--- src/hw/stc_pkg.sv ---
/*
  Constants, register indices, field positions and modes for the 16-bit
  timer control slice. Assumes an APB master with 32-bit data; registers are
  byte wide and sit in the low bits of one aligned word each.
*/
package stc_pkg;

  // ==========================================================
  // Bus geometry
  localparam int ADDR_W = 10;
  localparam int DATA_W = 32;

  // ==========================================================
  // Register indices; byte address is four times the index
  localparam logic [7:0] IDX_FLAGS = 8'h36;
  localparam logic [7:0] IDX_MASK = 8'h6f;
  localparam logic [7:0] IDX_CTL_A = 8'h80;
  localparam logic [7:0] IDX_CTL_B = 8'h81;
  localparam logic [7:0] IDX_CTL_C = 8'h82;
  localparam logic [7:0] IDX_CAP_SRC = 8'h83;
  localparam logic [7:0] IDX_CNT_L = 8'h84;
  localparam logic [7:0] IDX_CNT_H = 8'h85;
  localparam logic [7:0] IDX_ICR_L = 8'h86;
  localparam logic [7:0] IDX_ICR_H = 8'h87;
  localparam logic [7:0] IDX_OCRA_L = 8'h88;
  localparam logic [7:0] IDX_OCRA_H = 8'h89;
  localparam logic [7:0] IDX_OCRB_L = 8'h8a;
  localparam logic [7:0] IDX_OCRB_H = 8'h8b;
  localparam logic [7:0] IDX_PIN_OE = 8'he2;
  localparam logic [7:0] IDX_ROUTE_LO = 8'he8;
  localparam logic [7:0] IDX_ROUTE_HI = 8'he9;

  // ==========================================================
  // Reset values
  localparam logic [7:0] RST_BYTE = 8'h00;
  localparam logic [15:0] RST_WORD = 16'h0000;

  // ==========================================================
  // Field positions
  localparam int CES_BIT = 6;
  localparam int FOC_A_BIT = 7;
  localparam int FOC_B_BIT = 6;
  localparam int IE_CAP_BIT = 5;
  localparam int IE_B_BIT = 2;
  localparam int IE_A_BIT = 1;
  localparam logic [7:0] MASK_USED = 8'h26;
  localparam logic [7:0] CTL_B_USED = 8'hdf;

  // ==========================================================
  // Clock select codes
  typedef enum logic [2:0] {
    CS_STOP = 3'b000,
    CS_DIV1 = 3'b001,
    CS_DIV8 = 3'b010,
    CS_DIV64 = 3'b011,
    CS_DIV256 = 3'b100,
    CS_DIV1024 = 3'b101,
    CS_EXT_FALL = 3'b110,
    CS_EXT_RISE = 3'b111
  } stc_clk_sel_e;

  localparam int PRE_W = 10;
  localparam logic [9:0] PRE_M8 = 10'h007;
  localparam logic [9:0] PRE_M64 = 10'h03f;
  localparam logic [9:0] PRE_M256 = 10'h0ff;
  localparam logic [9:0] PRE_M1024 = 10'h3ff;

  // ==========================================================
  // Waveform modes, tops and compare output actions
  localparam logic [3:0] WGM_NORMAL = 4'h0;
  localparam logic [3:0] WGM_CTC_OCRA = 4'h4;
  localparam logic [3:0] WGM_CTC_ICR = 4'hc;
  localparam logic [15:0] TOP_MAX = 16'hffff;
  localparam logic [15:0] TOP_8 = 16'h00ff;
  localparam logic [15:0] TOP_9 = 16'h01ff;
  localparam logic [15:0] TOP_10 = 16'h03ff;
  localparam logic [1:0] COM_TOGGLE = 2'b01;
  localparam logic [1:0] COM_CLEAR = 2'b10;
  localparam logic [1:0] COM_SET = 2'b11;

endpackage : stc_pkg

--- src/hw/stc_edge_if.sv ---
/*
  Pin samples and edge pulses between the core and the pin edge detector.
  Assumes both ends run on the same bus clock.
*/
`timescale 1ns/1ns
interface stc_edge_if;
  logic cap_raw;
  logic cnt_raw;
  logic cap_rise;
  logic cap_fall;
  logic cnt_rise;
  logic cnt_fall;

  modport detect (input cap_raw, input cnt_raw, output cap_rise,
    output cap_fall, output cnt_rise, output cnt_fall);
  modport core (output cap_raw, output cnt_raw, input cap_rise,
    input cap_fall, input cnt_rise, input cnt_fall);
endinterface : stc_edge_if

--- src/hw/stc_timer_ctl.sv ---
/*
  Control, compare, capture and pin routing slice of a 16-bit timer, with
  an APB register slave. Assumes pins are synchronous-sampled by the edge
  detector, timer0 compare outputs come from elsewhere on this clock.
*/
`timescale 1ns/1ns
module stc_timer_ctl
(
  // Clock and reset
  input wire logic pclk,
  input wire logic presetn,
  // APB slave
  input wire logic psel,
  input wire logic penable,
  input wire logic pwrite,
  input wire logic [stc_pkg::ADDR_W-1:0] paddr,
  input wire logic [stc_pkg::DATA_W-1:0] pwdata,
  output logic [stc_pkg::DATA_W-1:0] prdata,
  output logic pready,
  output logic pslverr,
  // Timer pins and sources
  input wire logic capture_input_pin,
  input wire logic analog_cmp_out,
  input wire logic external_count_pin,
  input wire logic timer0_compare_out_a,
  input wire logic timer0_compare_out_b,
  // Interrupt handshake
  input wire logic global_irq_enable,
  input wire logic capture_irq_ack,
  input wire logic compare_a_irq_ack,
  input wire logic compare_b_irq_ack,
  output logic capture_irq,
  output logic compare_a_irq,
  output logic compare_b_irq,
  // Compare outputs
  output logic compare_out_a,
  output logic compare_out_b,
  output logic [7:0] routed_compare_pin,
  output logic [7:0] routed_compare_pin_oe
);
  import stc_pkg::*;

  typedef struct packed {
    logic [7:0] ctl_a;
    logic [7:0] ctl_b;
    logic cap_src;
    logic [15:0] cnt;
    logic [15:0] ocra;
    logic [15:0] ocrb;
    logic [15:0] icr;
    logic [7:0] temp;
    logic [7:0] mask;
    logic flag_cap;
    logic flag_a;
    logic flag_b;
    logic [7:0] pin_oe;
    logic [7:0] route_lo;
    logic [7:0] route_hi;
    logic [PRE_W-1:0] presc;
    logic block;
    logic oca;
    logic ocb;
    logic [7:0] pin_out;
    logic irq_cap;
    logic irq_a;
    logic irq_b;
    logic rdy;
    logic [DATA_W-1:0] rdata;
    logic err;
  } stc_state_s;

  stc_state_s r_reg;
  stc_state_s r_next;

  stc_edge_if edge_if ();

  // ==========================================================
  // Helpers
  function automatic logic [15:0] top_of(input logic [3:0] wgm,
    input logic [15:0] ocra, input logic [15:0] icr);
    logic [15:0] t;
    t = TOP_MAX;
    unique case (wgm)
      4'h1, 4'h5: t = TOP_8;
      4'h2, 4'h6: t = TOP_9;
      4'h3, 4'h7: t = TOP_10;
      4'h4, 4'h9, 4'hb, 4'hf: t = ocra;
      4'h8, 4'ha, 4'hc, 4'he: t = icr;
      default: t = TOP_MAX;
    endcase
    return t;
  endfunction : top_of

  // Output unit: non-PWM follows the mode on a match, PWM modes clear or
  // set on match and do the opposite at bottom (up-count only)
  function automatic logic oc_next(input logic [1:0] com,
    input logic non_pwm, input logic cur, input logic hit,
    input logic bottom);
    logic v;
    v = cur;
    if (non_pwm)
    begin
      if (hit)
      begin
        unique case (com)
          COM_TOGGLE: v = ~cur;
          COM_CLEAR: v = 1'b0;
          COM_SET: v = 1'b1;
          default: v = cur;
        endcase
      end
    end
    else if (com[1])
    begin
      if (hit)
        v = ~com[0];
      else if (bottom)
        v = com[0];
    end
    return v;
  endfunction : oc_next

  function automatic logic route_src(input logic [1:0] sel,
    input logic t0a, input logic t0b, input logic t1a, input logic t1b);
    logic v;
    unique case (sel)
      2'b00: v = t0a;
      2'b01: v = t0b;
      2'b10: v = t1a;
      2'b11: v = t1b;
    endcase
    return v;
  endfunction : route_src

  // ==========================================================
  // Pin edge detection
  assign edge_if.cap_raw = r_reg.cap_src ? analog_cmp_out
                                         : capture_input_pin;
  // The count pin is sampled even while the port drives it out
  assign edge_if.cnt_raw = external_count_pin;

  stc_pin_edge u_edge
  (
    .pclk(pclk),
    .presetn(presetn),
    .e(edge_if.detect)
  );

  // ==========================================================
  // Next state
  logic [3:0] wgm;
  logic non_pwm;
  logic icr_top;
  logic [15:0] top;
  logic tick;
  logic hit_a;
  logic hit_b;
  logic cap_evt;
  logic bottom;
  logic access;
  logic done;
  logic [7:0] idx;
  logic [7:0] wb;
  logic [15:0] route;
  logic force_a;
  logic force_b;
  logic cnt_wr;
  logic clr_cap;
  logic clr_a;
  logic clr_b;

  always_comb
  begin
    r_next = r_reg;
    wgm = {r_reg.ctl_b[4:3], r_reg.ctl_a[1:0]};
    non_pwm = (wgm == WGM_NORMAL) || (wgm == WGM_CTC_OCRA)
              || (wgm == WGM_CTC_ICR);
    icr_top = (wgm == 4'h8) || (wgm == 4'ha) || (wgm == WGM_CTC_ICR)
              || (wgm == 4'he);
    top = top_of(wgm, r_reg.ocra, r_reg.icr);
    access = psel & penable;
    done = access & r_reg.rdy;
    idx = paddr[9:2];
    wb = pwdata[7:0];
    route = {r_reg.route_hi, r_reg.route_lo};
    force_a = 1'b0;
    force_b = 1'b0;
    cnt_wr = 1'b0;
    clr_cap = capture_irq_ack;
    clr_a = compare_a_irq_ack;
    clr_b = compare_b_irq_ack;

    // Free-running prescaler shared by all taps
    r_next.presc = r_reg.presc + 1'b1;
    unique case (stc_clk_sel_e'(r_reg.ctl_b[2:0]))
      CS_STOP: tick = 1'b0;
      CS_DIV1: tick = 1'b1;
      CS_DIV8: tick = (r_reg.presc & PRE_M8) == PRE_M8;
      CS_DIV64: tick = (r_reg.presc & PRE_M64) == PRE_M64;
      CS_DIV256: tick = (r_reg.presc & PRE_M256) == PRE_M256;
      CS_DIV1024: tick = r_reg.presc == PRE_M1024;
      CS_EXT_FALL: tick = edge_if.cnt_fall;
      CS_EXT_RISE: tick = edge_if.cnt_rise;
    endcase

    // Matches seen on a tick mark equality before the count moves, so the
    // flag lands on the same clock edge that moves the count
    hit_a = tick & ~r_reg.block & (r_reg.cnt == r_reg.ocra);
    hit_b = tick & ~r_reg.block & (r_reg.cnt == r_reg.ocrb);
    bottom = tick & (r_reg.cnt == top);
    if (tick)
    begin
      r_next.cnt = (r_reg.cnt == top) ? RST_WORD : r_reg.cnt + 16'h0001;
      r_next.block = 1'b0;
    end

    // Capture event on the chosen edge, gated off when capture is TOP
    cap_evt = r_reg.ctl_b[CES_BIT] ? edge_if.cap_rise
                                   : edge_if.cap_fall;
    cap_evt = cap_evt & ~icr_top;
    if (cap_evt)
      r_next.icr = r_reg.cnt;

    // ----------------------------------------------------------
    // APB: answer one cycle into the access phase
    r_next.rdy = access & ~r_reg.rdy;
    if (access & ~r_reg.rdy)
    begin
      r_next.err = paddr[1:0] != 2'b00;
      r_next.rdata = '0;
      unique case (idx)
        IDX_FLAGS: r_next.rdata[7:0] = {2'b00, r_reg.flag_cap, 2'b00,
                                        r_reg.flag_b, r_reg.flag_a, 1'b0};
        IDX_MASK: r_next.rdata[7:0] = r_reg.mask;
        IDX_CTL_A: r_next.rdata[7:0] = r_reg.ctl_a;
        IDX_CTL_B: r_next.rdata[7:0] = r_reg.ctl_b;
        IDX_CTL_C: r_next.rdata[7:0] = RST_BYTE;
        IDX_CAP_SRC: r_next.rdata[0] = r_reg.cap_src;
        IDX_CNT_L: r_next.rdata[7:0] = r_reg.cnt[7:0];
        IDX_ICR_L: r_next.rdata[7:0] = r_reg.icr[7:0];
        IDX_OCRA_L: r_next.rdata[7:0] = r_reg.ocra[7:0];
        IDX_OCRB_L: r_next.rdata[7:0] = r_reg.ocrb[7:0];
        IDX_CNT_H, IDX_ICR_H, IDX_OCRA_H, IDX_OCRB_H:
          r_next.rdata[7:0] = r_reg.temp;
        IDX_PIN_OE: r_next.rdata[7:0] = r_reg.pin_oe;
        IDX_ROUTE_LO: r_next.rdata[7:0] = r_reg.route_lo;
        IDX_ROUTE_HI: r_next.rdata[7:0] = r_reg.route_hi;
        default: r_next.err = 1'b1;
      endcase
      // A refused access must not leak register contents
      if (r_next.err)
        r_next.rdata = '0;
    end

    // Side effects only on the completing edge, never on an error
    if (done & ~r_reg.err & ~pwrite)
    begin
      unique case (idx)
        IDX_CNT_L: r_next.temp = r_reg.cnt[15:8];
        IDX_ICR_L: r_next.temp = r_reg.icr[15:8];
        IDX_OCRA_L: r_next.temp = r_reg.ocra[15:8];
        IDX_OCRB_L: r_next.temp = r_reg.ocrb[15:8];
        default: r_next.temp = r_reg.temp;
      endcase
    end
    if (done & ~r_reg.err & pwrite)
    begin
      unique case (idx)
        IDX_FLAGS:
        begin
          clr_cap = clr_cap | wb[IE_CAP_BIT];
          clr_a = clr_a | wb[IE_A_BIT];
          clr_b = clr_b | wb[IE_B_BIT];
        end
        IDX_MASK: r_next.mask = wb & MASK_USED;
        IDX_CTL_A: r_next.ctl_a = wb;
        IDX_CTL_B: r_next.ctl_b = wb & CTL_B_USED;
        IDX_CTL_C:
        begin
          // Strobes only: nothing of this register is stored
          force_a = wb[FOC_A_BIT] & non_pwm;
          force_b = wb[FOC_B_BIT] & non_pwm;
        end
        IDX_CAP_SRC: r_next.cap_src = wb[0];
        IDX_CNT_H, IDX_ICR_H, IDX_OCRA_H, IDX_OCRB_H:
          r_next.temp = wb;
        IDX_CNT_L:
        begin
          r_next.cnt = {r_reg.temp, wb};
          r_next.block = 1'b1;
          cnt_wr = 1'b1;
        end
        IDX_ICR_L: r_next.icr = {r_reg.temp, wb};
        IDX_OCRA_L: r_next.ocra = {r_reg.temp, wb};
        IDX_OCRB_L: r_next.ocrb = {r_reg.temp, wb};
        IDX_PIN_OE: r_next.pin_oe = wb;
        IDX_ROUTE_LO: r_next.route_lo = wb;
        IDX_ROUTE_HI: r_next.route_hi = wb;
        default: r_next.temp = r_reg.temp;
      endcase
    end

    // ----------------------------------------------------------
    // Compare outputs; forced matches leave flags and counter alone
    r_next.oca = oc_next(r_reg.ctl_a[7:6], non_pwm, r_reg.oca,
                         hit_a | force_a, bottom & ~cnt_wr);
    r_next.ocb = oc_next(r_reg.ctl_a[5:4], non_pwm, r_reg.ocb,
                         hit_b | force_b, bottom & ~cnt_wr);

    // Flags: a set in the same cycle as a clear wins
    r_next.flag_cap = (r_reg.flag_cap & ~clr_cap) | cap_evt
                      | (icr_top & bottom);
    r_next.flag_a = (r_reg.flag_a & ~clr_a) | hit_a;
    r_next.flag_b = (r_reg.flag_b & ~clr_b) | hit_b;

    r_next.irq_cap = r_reg.mask[IE_CAP_BIT] & global_irq_enable
                     & r_reg.flag_cap;
    r_next.irq_a = r_reg.mask[IE_A_BIT] & global_irq_enable
                   & r_reg.flag_a;
    r_next.irq_b = r_reg.mask[IE_B_BIT] & global_irq_enable
                   & r_reg.flag_b;

    // Routing follows the unit outputs, independent of compare mode
    for (int i = 0; i < 8; i++)
    begin
      r_next.pin_out[i] = route_src(route[2*i +: 2], timer0_compare_out_a,
        timer0_compare_out_b, r_reg.oca, r_reg.ocb);
    end
  end

  // ==========================================================
  // State register
  always_ff @(posedge pclk or negedge presetn)
  begin
    if (!presetn)
      r_reg <= '0;
    else
      r_reg <= r_next;
  end

  // ==========================================================
  // Outputs straight from the state register
  assign prdata = r_reg.rdata;
  assign pready = r_reg.rdy;
  assign pslverr = r_reg.err & r_reg.rdy;
  assign capture_irq = r_reg.irq_cap;
  assign compare_a_irq = r_reg.irq_a;
  assign compare_b_irq = r_reg.irq_b;
  assign compare_out_a = r_reg.oca;
  assign compare_out_b = r_reg.ocb;
  assign routed_compare_pin = r_reg.pin_out;
  assign routed_compare_pin_oe = r_reg.pin_oe;

endmodule : stc_timer_ctl

--- src/hw/stc_pin_edge.sv ---
/*
  Two-stage synchronisers and edge detectors for the capture source and
  the external count pin. Assumes raw inputs may change at any time.
*/
`timescale 1ns/1ns
module stc_pin_edge
(
  // Clock and reset
  input wire logic pclk,
  input wire logic presetn,
  // Pin samples and pulses
  stc_edge_if.detect e
);

  typedef struct packed {
    logic cap_s1;
    logic cap_s2;
    logic cap_s3;
    logic cnt_s1;
    logic cnt_s2;
    logic cnt_s3;
  } stc_edge_s;

  stc_edge_s r_reg;
  stc_edge_s r_next;

  // ==========================================================
  // Sampling chain; edges look only at the settled stages
  always_comb
  begin
    r_next = r_reg;
    r_next.cap_s1 = e.cap_raw;
    r_next.cap_s2 = r_reg.cap_s1;
    r_next.cap_s3 = r_reg.cap_s2;
    r_next.cnt_s1 = e.cnt_raw;
    r_next.cnt_s2 = r_reg.cnt_s1;
    r_next.cnt_s3 = r_reg.cnt_s2;
  end

  always_ff @(posedge pclk or negedge presetn)
  begin
    if (!presetn)
      r_reg <= '0;
    else
      r_reg <= r_next;
  end

  assign e.cap_rise = r_reg.cap_s2 & ~r_reg.cap_s3;
  assign e.cap_fall = ~r_reg.cap_s2 & r_reg.cap_s3;
  assign e.cnt_rise = r_reg.cnt_s2 & ~r_reg.cnt_s3;
  assign e.cnt_fall = ~r_reg.cnt_s2 & r_reg.cnt_s3;

endmodule : stc_pin_edge

--- config.mk ---
export PLATFORM = sky130hd
export DESIGN_NAME = stc_timer_ctl
export DESIGN_NICKNAME = d
export VERILOG_FILES = /design/src/hw/stc_pkg.sv /design/src/hw/stc_edge_if.sv /design/src/hw/stc_timer_ctl.sv /design/src/hw/stc_pin_edge.sv
export SDC_FILE = /design/constraint.sdc
export NUM_CORES = 1
export LEC_CHECK = 0
export BUFFER_PORTS_ARGS = -buffer_cell sky130_fd_sc_hd__clkbuf_2
export CAP_MARGIN = 20
export CELL_PAD_IN_SITES_DETAIL_PLACEMENT = 2
export CELL_PAD_IN_SITES_GLOBAL_PLACEMENT = 2
export CORE_AREA = 2 2 183 185
export DETAILED_ROUTE_END_ITERATION = 10
export DIE_AREA = 0 0 185 187
export GPL_TIMING_DRIVEN = 0
export PLACE_DENSITY_LB_ADDON = 0.1
export SYNTH_ARGS = -nofsm -noshare
export SYNTH_HDL_FRONTEND = slang
export SYNTH_SLANG_ARGS = --single-unit
--- constraint.sdc ---
create_clock -name pclk -period 2.86 [get_ports pclk]
set_input_delay 0.429 -clock pclk [delete_from_list [all_inputs] [get_ports pclk]]
set_output_delay 0.429 -clock pclk [all_outputs]
set_load 0.05 [all_outputs]
==> results of run 1 <==
==> worst paths after layout <==
path	from	slack [ns]	to	cells after the start
worst min register to register	u_edge.r_next[4]	0.35	u_edge.r_next[3]	0
min in group asynchronous	presetn	0.50	r_reg[181]	2
worst max-delay path	r_reg[48]	0.05	compare_out_b	10
worst min-delay path	external_count_pin	0.07	u_edge.r_next[1]	1
max in group asynchronous	presetn	1.43	r_reg[124]	3
worst max register to register	r_reg[48]	0.05	compare_out_b	10
==> report_power, final <==
| part | switching [mW] | internal, mW |
|---|---|---|
| sequential | 0.0374 | 2.26 |
| clock | 1.20 | 1.18 |
| combinational | 0.263 | 0.0930 |
| total | 1.50 | 3.53 |
==> cell usage in the layout, fill, tap and decap left out, drive strengths merged, types with 5 or more instances in the layout <==
cell / n
nand3: 25
nor2: 63
nor2b: 15
o21ai: 42
clkbuf: 114
xor2: 34
buf: 86
a22oi: 37
a21oi: 41
o31ai: 13
nor3b: 6
nor4: 18
nand2: 61
nand2b: 18
nor3: 20
dfrtp: 158
a31oi: 18
and3: 21
ha: 5
mux4: 8
and2: 10
xnor2: 15
a221oi: 14
a22o: 9
conb: 24
mux2: 80
a21o: 10
inv: 26
clkinv: 6
nand4: 7
mux2i: 14
nand3b: 6
or2: 5
a211oi: 5
==> stage by stage <==
stage          hold slack [ns]  setup TNS (ns)  instances  setup slack (ns)
6_report                0.0733               0       1550            0.0474
5_1_grt                 0.0682          -0.278       1550           -0.0829
4_1_cts                 0.0604               0       1545          0.000343
3_5_place_dp             0.340          -36.25       1512            -0.774
3_3_place_gp             0.338         -335.32       1507             -1.91
2_1_floorplan            0.133               0       1001             0.233
==> cell type report <==
cell class	count	area (µm²)
clock buffer	17	425
fill	3634	21200
multi-input combinational	709	5330
inverter	18	71.3
tap	448	561
buffer	102	676
timing repair buffer	83	523
clock inverter	15	164
sequential	158	3960
==> kinds of logic (layout without fill, tap and decap cells) <==
group / Yosys count / in the layout / share of synthesized area (%)
AO/OA/AOI/OAI: 231 / 231 / 16.5
XOR/XNOR: 49 / 49 / 4.45
adder cells (fa/ha/maj): 5 / 5 / 0.648
buffers and inverters: 134 / 235 / 7.79
flip-flops: 158 / 158 / 41.0
multiplexers: 102 / 102 / 12.7
other: 1 / 24 / 0.0389
AND/OR/NAND/NOR: 298 / 298 / 16.9
==> repair_timing <==
action | 4_1_cts | 5_1_grt
gates resized for setup | 43 | 47
pin swaps | 6 | 6
hold buffers | 1 | 0
endpoints found under the setup margin | 41 | 41
setup buffers | 8 | 10
hold endpoints to repair | 56 | 0
==> routing by layer <==
layer	part of all wire (%)	track usage, %	up-vias
met4	2.1	6.44	0
li1	-	-	3758
met1	46	33.3	4437
met3	4.5	5.12	34
met2	48	38.7	186
met5	0	0	-
==> worst reg2reg max path: stages, from the launching register on <==
cell and delay (ns):
dfrtp_1 0.41, ha_2 0.21, ha_1 0.18, nor3b_1 0.14
o31a_1 0.34, a211oi_4 0.32, buf_6 0.19, nor3_4 0.06
buf_4 0.17, or4_1 0.49, and3_1 0.19
==> impl_metrics.yaml, run 1 <==
status:
  status: "completed"
worst_setup_path:
  timing.critical_path.buf_inv: 2
  worst_setup_path_end_kind: "register"
  critical_path_class: "reg2reg"
  worst-path-max-fanout: 5
  critical_path_required_ns: 3.21
  critPathMaxStageDelay_ns: 0.49
  startpoint_type: "register"
  cp_data_arrival_time_ns: 3.16
  cp_cell_sequence: "ha_2 -> ha_1 -> nor3b_1 -> o31a_1 -> a211oi_4 -> buf_6 -> nor3_4 -> buf_4 -> or4_1 -> and3_1"
  cp_slowest_cell: "or4_1"
  cp_top_family: "simple AND/OR/NAND/NOR gates"
drt:
  routedWlPerCell_um: 26.4
  drc: 0
  first_iter_violations: 441
  ant_nets: 0
  routed_wl_um: 40900
  viasPerCell: 5.43
  dr_total_vias: 8415
  drtPass1Iterations: 7
die:
  boundaryPins: 111
  design.core.area_um2: 32900
  placementRows: 67
  die_w_um: 185
  die_area_um2: 34600
  start_util_pct: 29.4
  die_height_um: 187
grt:
  grt_overflow: 0
  grt_pass1_wl_um: 61000
  grt_max_degree: 103
  grt_pass1_vias: 8941
  gr-usage-all-layers_pct: 24.3
  antenna_found_initial: 0
layout:
  largest_reg_flops: 122
  nNetsFinal: 1150
  drive_gt1_share_pct: 30.6
  antennaDiodeCount: 0
  postLayoutCoreUtil_pct: 35.6
  syn2layout_area_growth_pct: 21.3
  finalInstanceArea_um2: 11700
sta:
  post-route-period-util_pct: 98.3
  max_freq_ghz: 0.356
  finalSetupViolations: 0
  fin_crit_ns: 2.81
  rsz0062_at_grt: "true"
  slew_viol_final: 0
  tightest_slew_ns: 1.13
  slew-limit-headroom_pct: 24.5
  skew_ns: 0.0180
  hold_viol: 0
placed_design:
  numPortBuffers: 58
  post_dp_cell_area_um2: 10700
  gp_congestion: 0.833
  post-dp-hpwl_um: 30700
logic_synthesis:
  synth_common_cells: "dfrtp_1 (158), mux2_2 (79), nor2_1 (63)"
  synth_area_um2: 9650
  yosysTopAreaCell: "dfrtp_1"
  yosys_warnings: 0
  synth-seq-cells: 158
  synth_edf_count: 0
  syn_avg_cell_area_um2: 9.87
  synthTopCellsByArea: "dfrtp_1 (41%), mux2_2 (9.2%), buf_4 (4.0%), xor2_1 (3.1%), a22oi_1 (2.9%)"
  yosysMostFrequentCell: "dfrtp_1"
  ys.flop_type: "dfrtp_1"
  ys_seq_area_share_pct: 41.0
  synthCells: 978
  async_flop_share_pct: 100
  synth_top_area_share_pct: 41.0
  synthDistinctLibCells: 80
flow_run:
  maxCapViolations: 0
clock_network:
  cts_root_buf: "clkbuf_16"
  clk-insertion-delay-late_ns: 0.47
  path_clk_slew_ns: 0.07
  cts_buffer_depth: 2
  htreeDepth: 4
  cts_tree: "built"
  cts.sinks: 158
  cts_made_buffers: 17
worst_hold_path:
  holdCritPathClass: "in2reg"
pwr:
  ir_drop_uv: 397
  p_per_area_nw_per_um2: 429
  p_leak_nw: 5.23
  p_total_mw: 5.02
Note: power is estimated with default switching activity, not from simulation.
==> run 2, diff against run 1 <==
ABC_AREA = 1   (was unset)
CORE_AREA = 2 2 178 180   (was 2 2 183 185)
CTS_CLUSTER_DIAMETER = 200   (was unset)
DIE_AREA = 0 0 180 182   (was 0 0 185 187)
==> run 2 against run 1 <==
Compared with the run above: the flow now finishes with violations (hold timing); cell count is 10% higher; register-to-register slack better by 0.05 ns; utilization is 0.90 points lower; sequential share of layout area is 2.9 points higher; total power is 3.1% higher; via count is 6.7% higher; first-iteration DRC count is 3.2% higher; fmax is 2.0% higher; sequential power hardly changed; synthesized cell count is 22% higher; critical endpoint is now compare_out_a.
==> impl_metrics.yaml, run 2 <==
status:
  status: "finished, violations left"
  violations: "hold timing"
die:
  boundaryPins: 111
  design.core.area_um2: 31000
  start_util_pct: 29.6
  placementRows: 65
  die_height_um: 182
  die_area_um2: 32800
  die_w_um: 180
logic_synthesis:
  synth_top_area_share_pct: 43.2
  syn_avg_cell_area_um2: 7.68
  synthDistinctLibCells: 44
  yosys_warnings: 0
  yosysMostFrequentCell: "nand2_1"
  yosysTopAreaCell: "dfrtp_1"
  synth-seq-cells: 158
  synth_area_um2: 9160
  ys.flop_type: "dfrtp_1"
  async_flop_share_pct: 100
  synthCells: 1193
  synthTopCellsByArea: "dfrtp_1 (43%), nand2_1 (11%), o21ai_0 (7.6%), inv_1 (5.6%), buf_4 (4.1%)"
  synth_common_cells: "nand2_1 (270), dfrtp_1 (158), o21ai_0 (139)"
  synth_edf_count: 0
  ys_seq_area_share_pct: 43.2
layout:
  largest_reg_flops: 122
  final_common_cell: "nand2_1"
  finalInstanceArea_um2: 10800
  antennaDiodeCount: 0
  nNetsFinal: 1357
  syn2layout_area_growth_pct: 17.5
  final_cells: 1709
  drive_gt1_share_pct: 14.9
  layout_common_cells: "nand2_1 (268), dfrtp_1 (157), o21ai_0 (139)"
clock_network:
  path_clk_slew_ns: 0.07
  cts_root_buf: "clkbuf_16"
  clk-insertion-delay-late_ns: 0.45
  cts.sinks: 158
  cts_tree: "built"
  htreeDepth: 4
  cts_made_buffers: 17
  cts_buffer_depth: 2
sta:
  slew_viol_final: 0
  hold_viol: 1
  skew_ns: 0.0158
  slew-limit-headroom_pct: 15.7
  tightest_slew_ns: 1.25
  rsz0062_at_grt: "false"
  fin_crit_ns: 2.76
  whs_ns: -0.000550
  finalSetupViolations: 0
  post-route-period-util_pct: 96.4
  max_freq_ghz: 0.363
pwr:
  p_total_mw: 5.18
  p_per_area_nw_per_um2: 481
  ir_drop_uv: 443
  p_leak_nw: 4.79
worst_setup_path:
  critical_path_class: "reg2reg"
  worst_setup_path_end_kind: "register"
  setup.worst_path.start: "r_reg[175]"
  startpoint_type: "register"
  cp_data_arrival_time_ns: 3.10
  worst_r2r_path_depth: 15
  regToRegEndpoint: "compare_out_a"
  critical_path_required_ns: 3.20
  worst-path-max-fanout: 10
  r2r_start: "r_reg[175]"
  r2r_setup_slack_ns: 0.10
grt:
  grt_pass1_wl_um: 59600
  grt_overflow: 0
  grt_pass1_vias: 9329
  grt_max_degree: 83
  antenna_found_initial: 0
  gr-usage-all-layers_pct: 24.4
drt:
  drc: 0
  dr_total_vias: 8976
  ant_nets: 0
  viasPerCell: 5.25
  routed_wl_um: 38900
  routedWlPerCell_um: 22.8
  first_iter_violations: 455
  drtPass1Iterations: 5
placed_design:
  dpl.cell_count: 1680
  post_dp_cell_area_um2: 10100
  numPortBuffers: 61
  post-dp-hpwl_um: 29900
  gp_congestion: 0.863
flow_run:
  maxCapViolations: 0
worst_hold_path:
  holdCritPathClass: "in2async"
## run 2: cell types whose count changed after synthesis, moves of 21 or more
cell and change:
a22oi_1 -37, nand4_1 +42, and3_1 -21, nand3_1 +34, mux2_2 -78, inv_1 +120, o22ai_1 +40, nand2_1 +210
o21ai_0 +99
## run 2: through the flow
stage                     setup WS, ns  util (%)  setup TNS (ns)  hold WS (ns)
after global routing           0.00348      34.7               0        0.0444
final                            0.102      34.7               0     -0.000550
after global placement           -1.90      32.4         -307.20         0.338
after detailed placement        -0.551      32.6          -11.64         0.340
after floorplan                  0.729         -               0         0.133
after CTS                      0.00784      34.6               0        0.0325
## run 2: worst max-delay path: stages (launching register included)
cell and delay [ns]:
dfrtp_1 0.46, inv_1 0.14, nand2_1 0.10, nand2_4 0.16
clkbuf_4 0.27, nand4_1 0.15, nand4_1 0.12, nand2_1 0.12
nor2_2 0.17, nand2_1 0.09, nor2_2 0.18, nand4_1 0.29
nand2_1 0.18, nand3_1 0.09, nand2_1 0.08, inv_1 0.04
## run 2: worst max path at each step
stage | to | cells past startpoint
2_1_floorplan | r_reg[164] | 10
6_report | compare_out_a | 15
4_1_cts | r_reg[150] | 7
3_5_place_dp | r_reg[164] | 12
5_1_grt | r_reg[162] | 17
3_3_place_gp | r_reg[136] | 1
## run 2: power breakdown
part	internal, mW	leakage, nW	switching [mW]
logic	0.0893	2.40	0.276
registers	2.27	2.09	0.0303
clock network	1.49	0.305	1.03
total	3.85	4.79	1.33
## run 2: final cells by class
| class | instances | area [µm²] |
|---|---|---|
| Buffer | 87 | 562 |
| Tap cell | 402 | 503 |
| Fill cell | 3629 | 20200 |
| Clock inverter | 12 | 184 |
| Inverter | 146 | 556 |
| Multi-Input combinational cell | 823 | 4210 |
| Clock buffer | 18 | 439 |
| Timing Repair Buffer | 63 | 349 |
| Sequential cell | 158 | 3960 |
## run 2: metal layers
metal	GRT usage, %	wire (µm)
met1	33.6	18300
met2	39.6	18200
met3	3.43	1490
met4	8.13	982
met5	0	0
## run 2: what timing repair did
item	4_1_cts	5_1_grt
hold buffers	0	0
buffers inserted	0	1
resized for setup	2	14
setup endpoints to repair	15	27
endpoints found under the hold margin	0	0
pin swaps	1	2
## run 2: kinds of logic after synthesis
group,Yosys count,share of synthesized area (%)
buf+inv,235,12.2
xor+xnor,29,2.77
simple gates,501,24.5
other cells,1,0.0409
compound gates,260,16.2
flops,158,43.2
mux,4,0.451
fa+ha+maj,5,0.683
==> run 3, diff against run 2 <==
CELL_PAD_IN_SITES_DETAIL_PLACEMENT = 0   (was 2)
CELL_PAD_IN_SITES_GLOBAL_PLACEMENT = 1   (was 2)
CORE_AREA = 4 4 180 182   (was 2 2 178 180)
DIE_AREA = 0 0 184 186   (was 0 0 180 182)
HOLD_SLACK_MARGIN = 0.08   (was unset)
==> run 3 against run 2 <==
Compared with the run above: the run now ends clean; via count down 4.4%; sequential power about the same; routed wire length down 9.4%; setup slack worse by 0.020 ns; fmax down 0.71%; count of clock-buffer cells in the layout down 1; critical path type is now in2reg; non-clock buffer count up 4; cell count unchanged; sequential share of layout area about the same; combinational power down 2%; largest power group unchanged.
==> impl_metrics.yaml, run 3 (synthesis results as in run 2) <==
layout:
  final_cells: 1709
  antennaDiodeCount: 0
  final_common_cell: "nand2_1"
  syn2layout_area_growth_pct: 17.5
  drive_gt1_share_pct: 14.8
  finalInstanceArea_um2: 10800
  postLayoutCoreUtil_pct: 35.2
  nFillCells: 3328
  seq_area_um2: 3960
  layout_common_cells: "nand2_1 (269), dfrtp_1 (157), o21ai_0 (139)"
  multi_input_area_um2: 4200
  nNetsFinal: 1361
  largest_reg_flops: 122
sta:
  skew_ns: 0.0130
  rsz0062_at_grt: "false"
  hold_viol: 0
  whs_ns: 0.168
  tightest_slew_ns: 1.02
  slew-limit-headroom_pct: 31.3
  post-route-period-util_pct: 97.1
  setup-tns-final_ns: 0
  max_freq_ghz: 0.360
  fin_crit_ns: 2.78
  finalSetupViolations: 0
  slew_viol_final: 0
  worst_slack_ns: 0.0823
die:
  boundaryPins: 111
  die_height_um: 186
  start_util_pct: 29.9
  placementRows: 64
  die_w_um: 184
  die_area_um2: 34200
  design.core.area_um2: 30600
clock_network:
  cts_tree: "built"
  htreeDepth: 4
  clk-insertion-delay-late_ns: 0.45
  cts.sinks: 158
  cts_root_buf: "clkbuf_16"
  cts_made_buffers: 17
  cts_buffer_depth: 2
  path_clk_slew_ns: 0.08
worst_setup_path:
  worst_r2r_path_depth: 15
  setup.worst_path.start: "paddr[3]"
  cp_data_arrival_time_ns: 3.16
  critical_path_required_ns: 3.24
  critical_path_class: "in2reg"
  r2r_start: "r_reg[175]"
  worst_setup_path_end_kind: "register"
  worst-path-max-fanout: 7
  startpoint_type: "input port"
pwr:
  p_leak_nw: 4.80
  p_per_area_nw_per_um2: 478
  ir_drop_uv: 361
  p_total_mw: 5.14
grt:
  antenna_found_initial: 0
  grt_overflow: 0
  grt_max_degree: 104
  grt_pass1_wl_um: 53300
  gr-usage-all-layers_pct: 20.9
  grt_pass1_vias: 8411
drt:
  routed_wl_um: 35300
  drc: 0
  ant_nets: 0
  dr_total_vias: 8577
  routedWlPerCell_um: 20.6
  drtPass1Iterations: 7
  viasPerCell: 5.02
  first_iter_violations: 761
status:
  status: "completed"
placed_design:
  gp_congestion: 0.924
  post_dp_cell_area_um2: 10100
  numPortBuffers: 61
  dpl.cell_count: 1674
  dp_slack_ns: -0.627
  post-dp-hpwl_um: 27300
flow_run:
  maxCapViolations: 0
worst_hold_path:
  holdCritPathClass: "in2reg"
  hp-start: "compare_a_irq_ack"
  hold_depth: 2
-- run 3: cell types whose count changed in the layout (fill, tap and decap cells not counted), sizes merged --
cell	change
inv	+4
bufinv	-2
clkinvlp	+1
clkbuf	+1
dlygate4sd3	+2
-- run 3: layer usage --
layer	vias up	global-route usage, %	part of all wire, %
met3	25	2.99	5.2
met5	-	0	0
met4	0	4.70	1.5
li1	4155	-	-
met2	255	33.6	45
met1	4142	30.1	48
-- run 3: area by class of cell --
| type | count | share of cell area (%) |
|---|---|---|
| timing repair buffer | 65 | 3.43 |
| multi-input combinational | 823 | 39.0 |
| clock buffer | 17 | 3.95 |
| inverter | 146 | 5.15 |
| sequential | 158 | 36.7 |
| clock inverter | 15 | 1.83 |
| tap | 396 | 4.60 |
| buffer | 89 | 5.29 |
-- run 3: worst max-delay path, cell delays in order --
cell and delay (ns):
clkbuf_2 0.13, nor2_1 0.27, nand2_1 0.15, nor2_1 0.68, inv_1 0.36, nand4_1 0.21, nor3_1 0.14, nand4_1 0.16
nand3_1 0.13, a21oi_2 0.30, nand2_1 0.13, nand2_1 0.07
-- run 3: final timing paths --
path	endpoint	slack (ns)
setup / recovery	prdata[6]	0.08
hold / removal	r_reg[83]	0.17
setup reg to reg	r_reg[164]	0.25
hold reg to reg	u_edge.r_next[3]	0.35
max in group asynchronous	r_reg[159]	1.44
min in group asynchronous	compare_out_a	0.51
-- run 3: timing repair --
action,CTS,global route
hold buffers,2,0
hold endpoints to repair,56,0
endpoints found under the setup margin,14,15
pin swaps,0,1
setup buffers,0,1
gates resized for setup,2,9
-- run 3: power breakdown --
group / internal (mW) / switching [mW] / leakage (nW)
sequential: 2.27 / 0.0297 / 2.09
clock: 1.34 / 1.14 / 0.299
combinational: 0.0911 / 0.266 / 2.41
total: 3.70 / 1.44 / 4.80
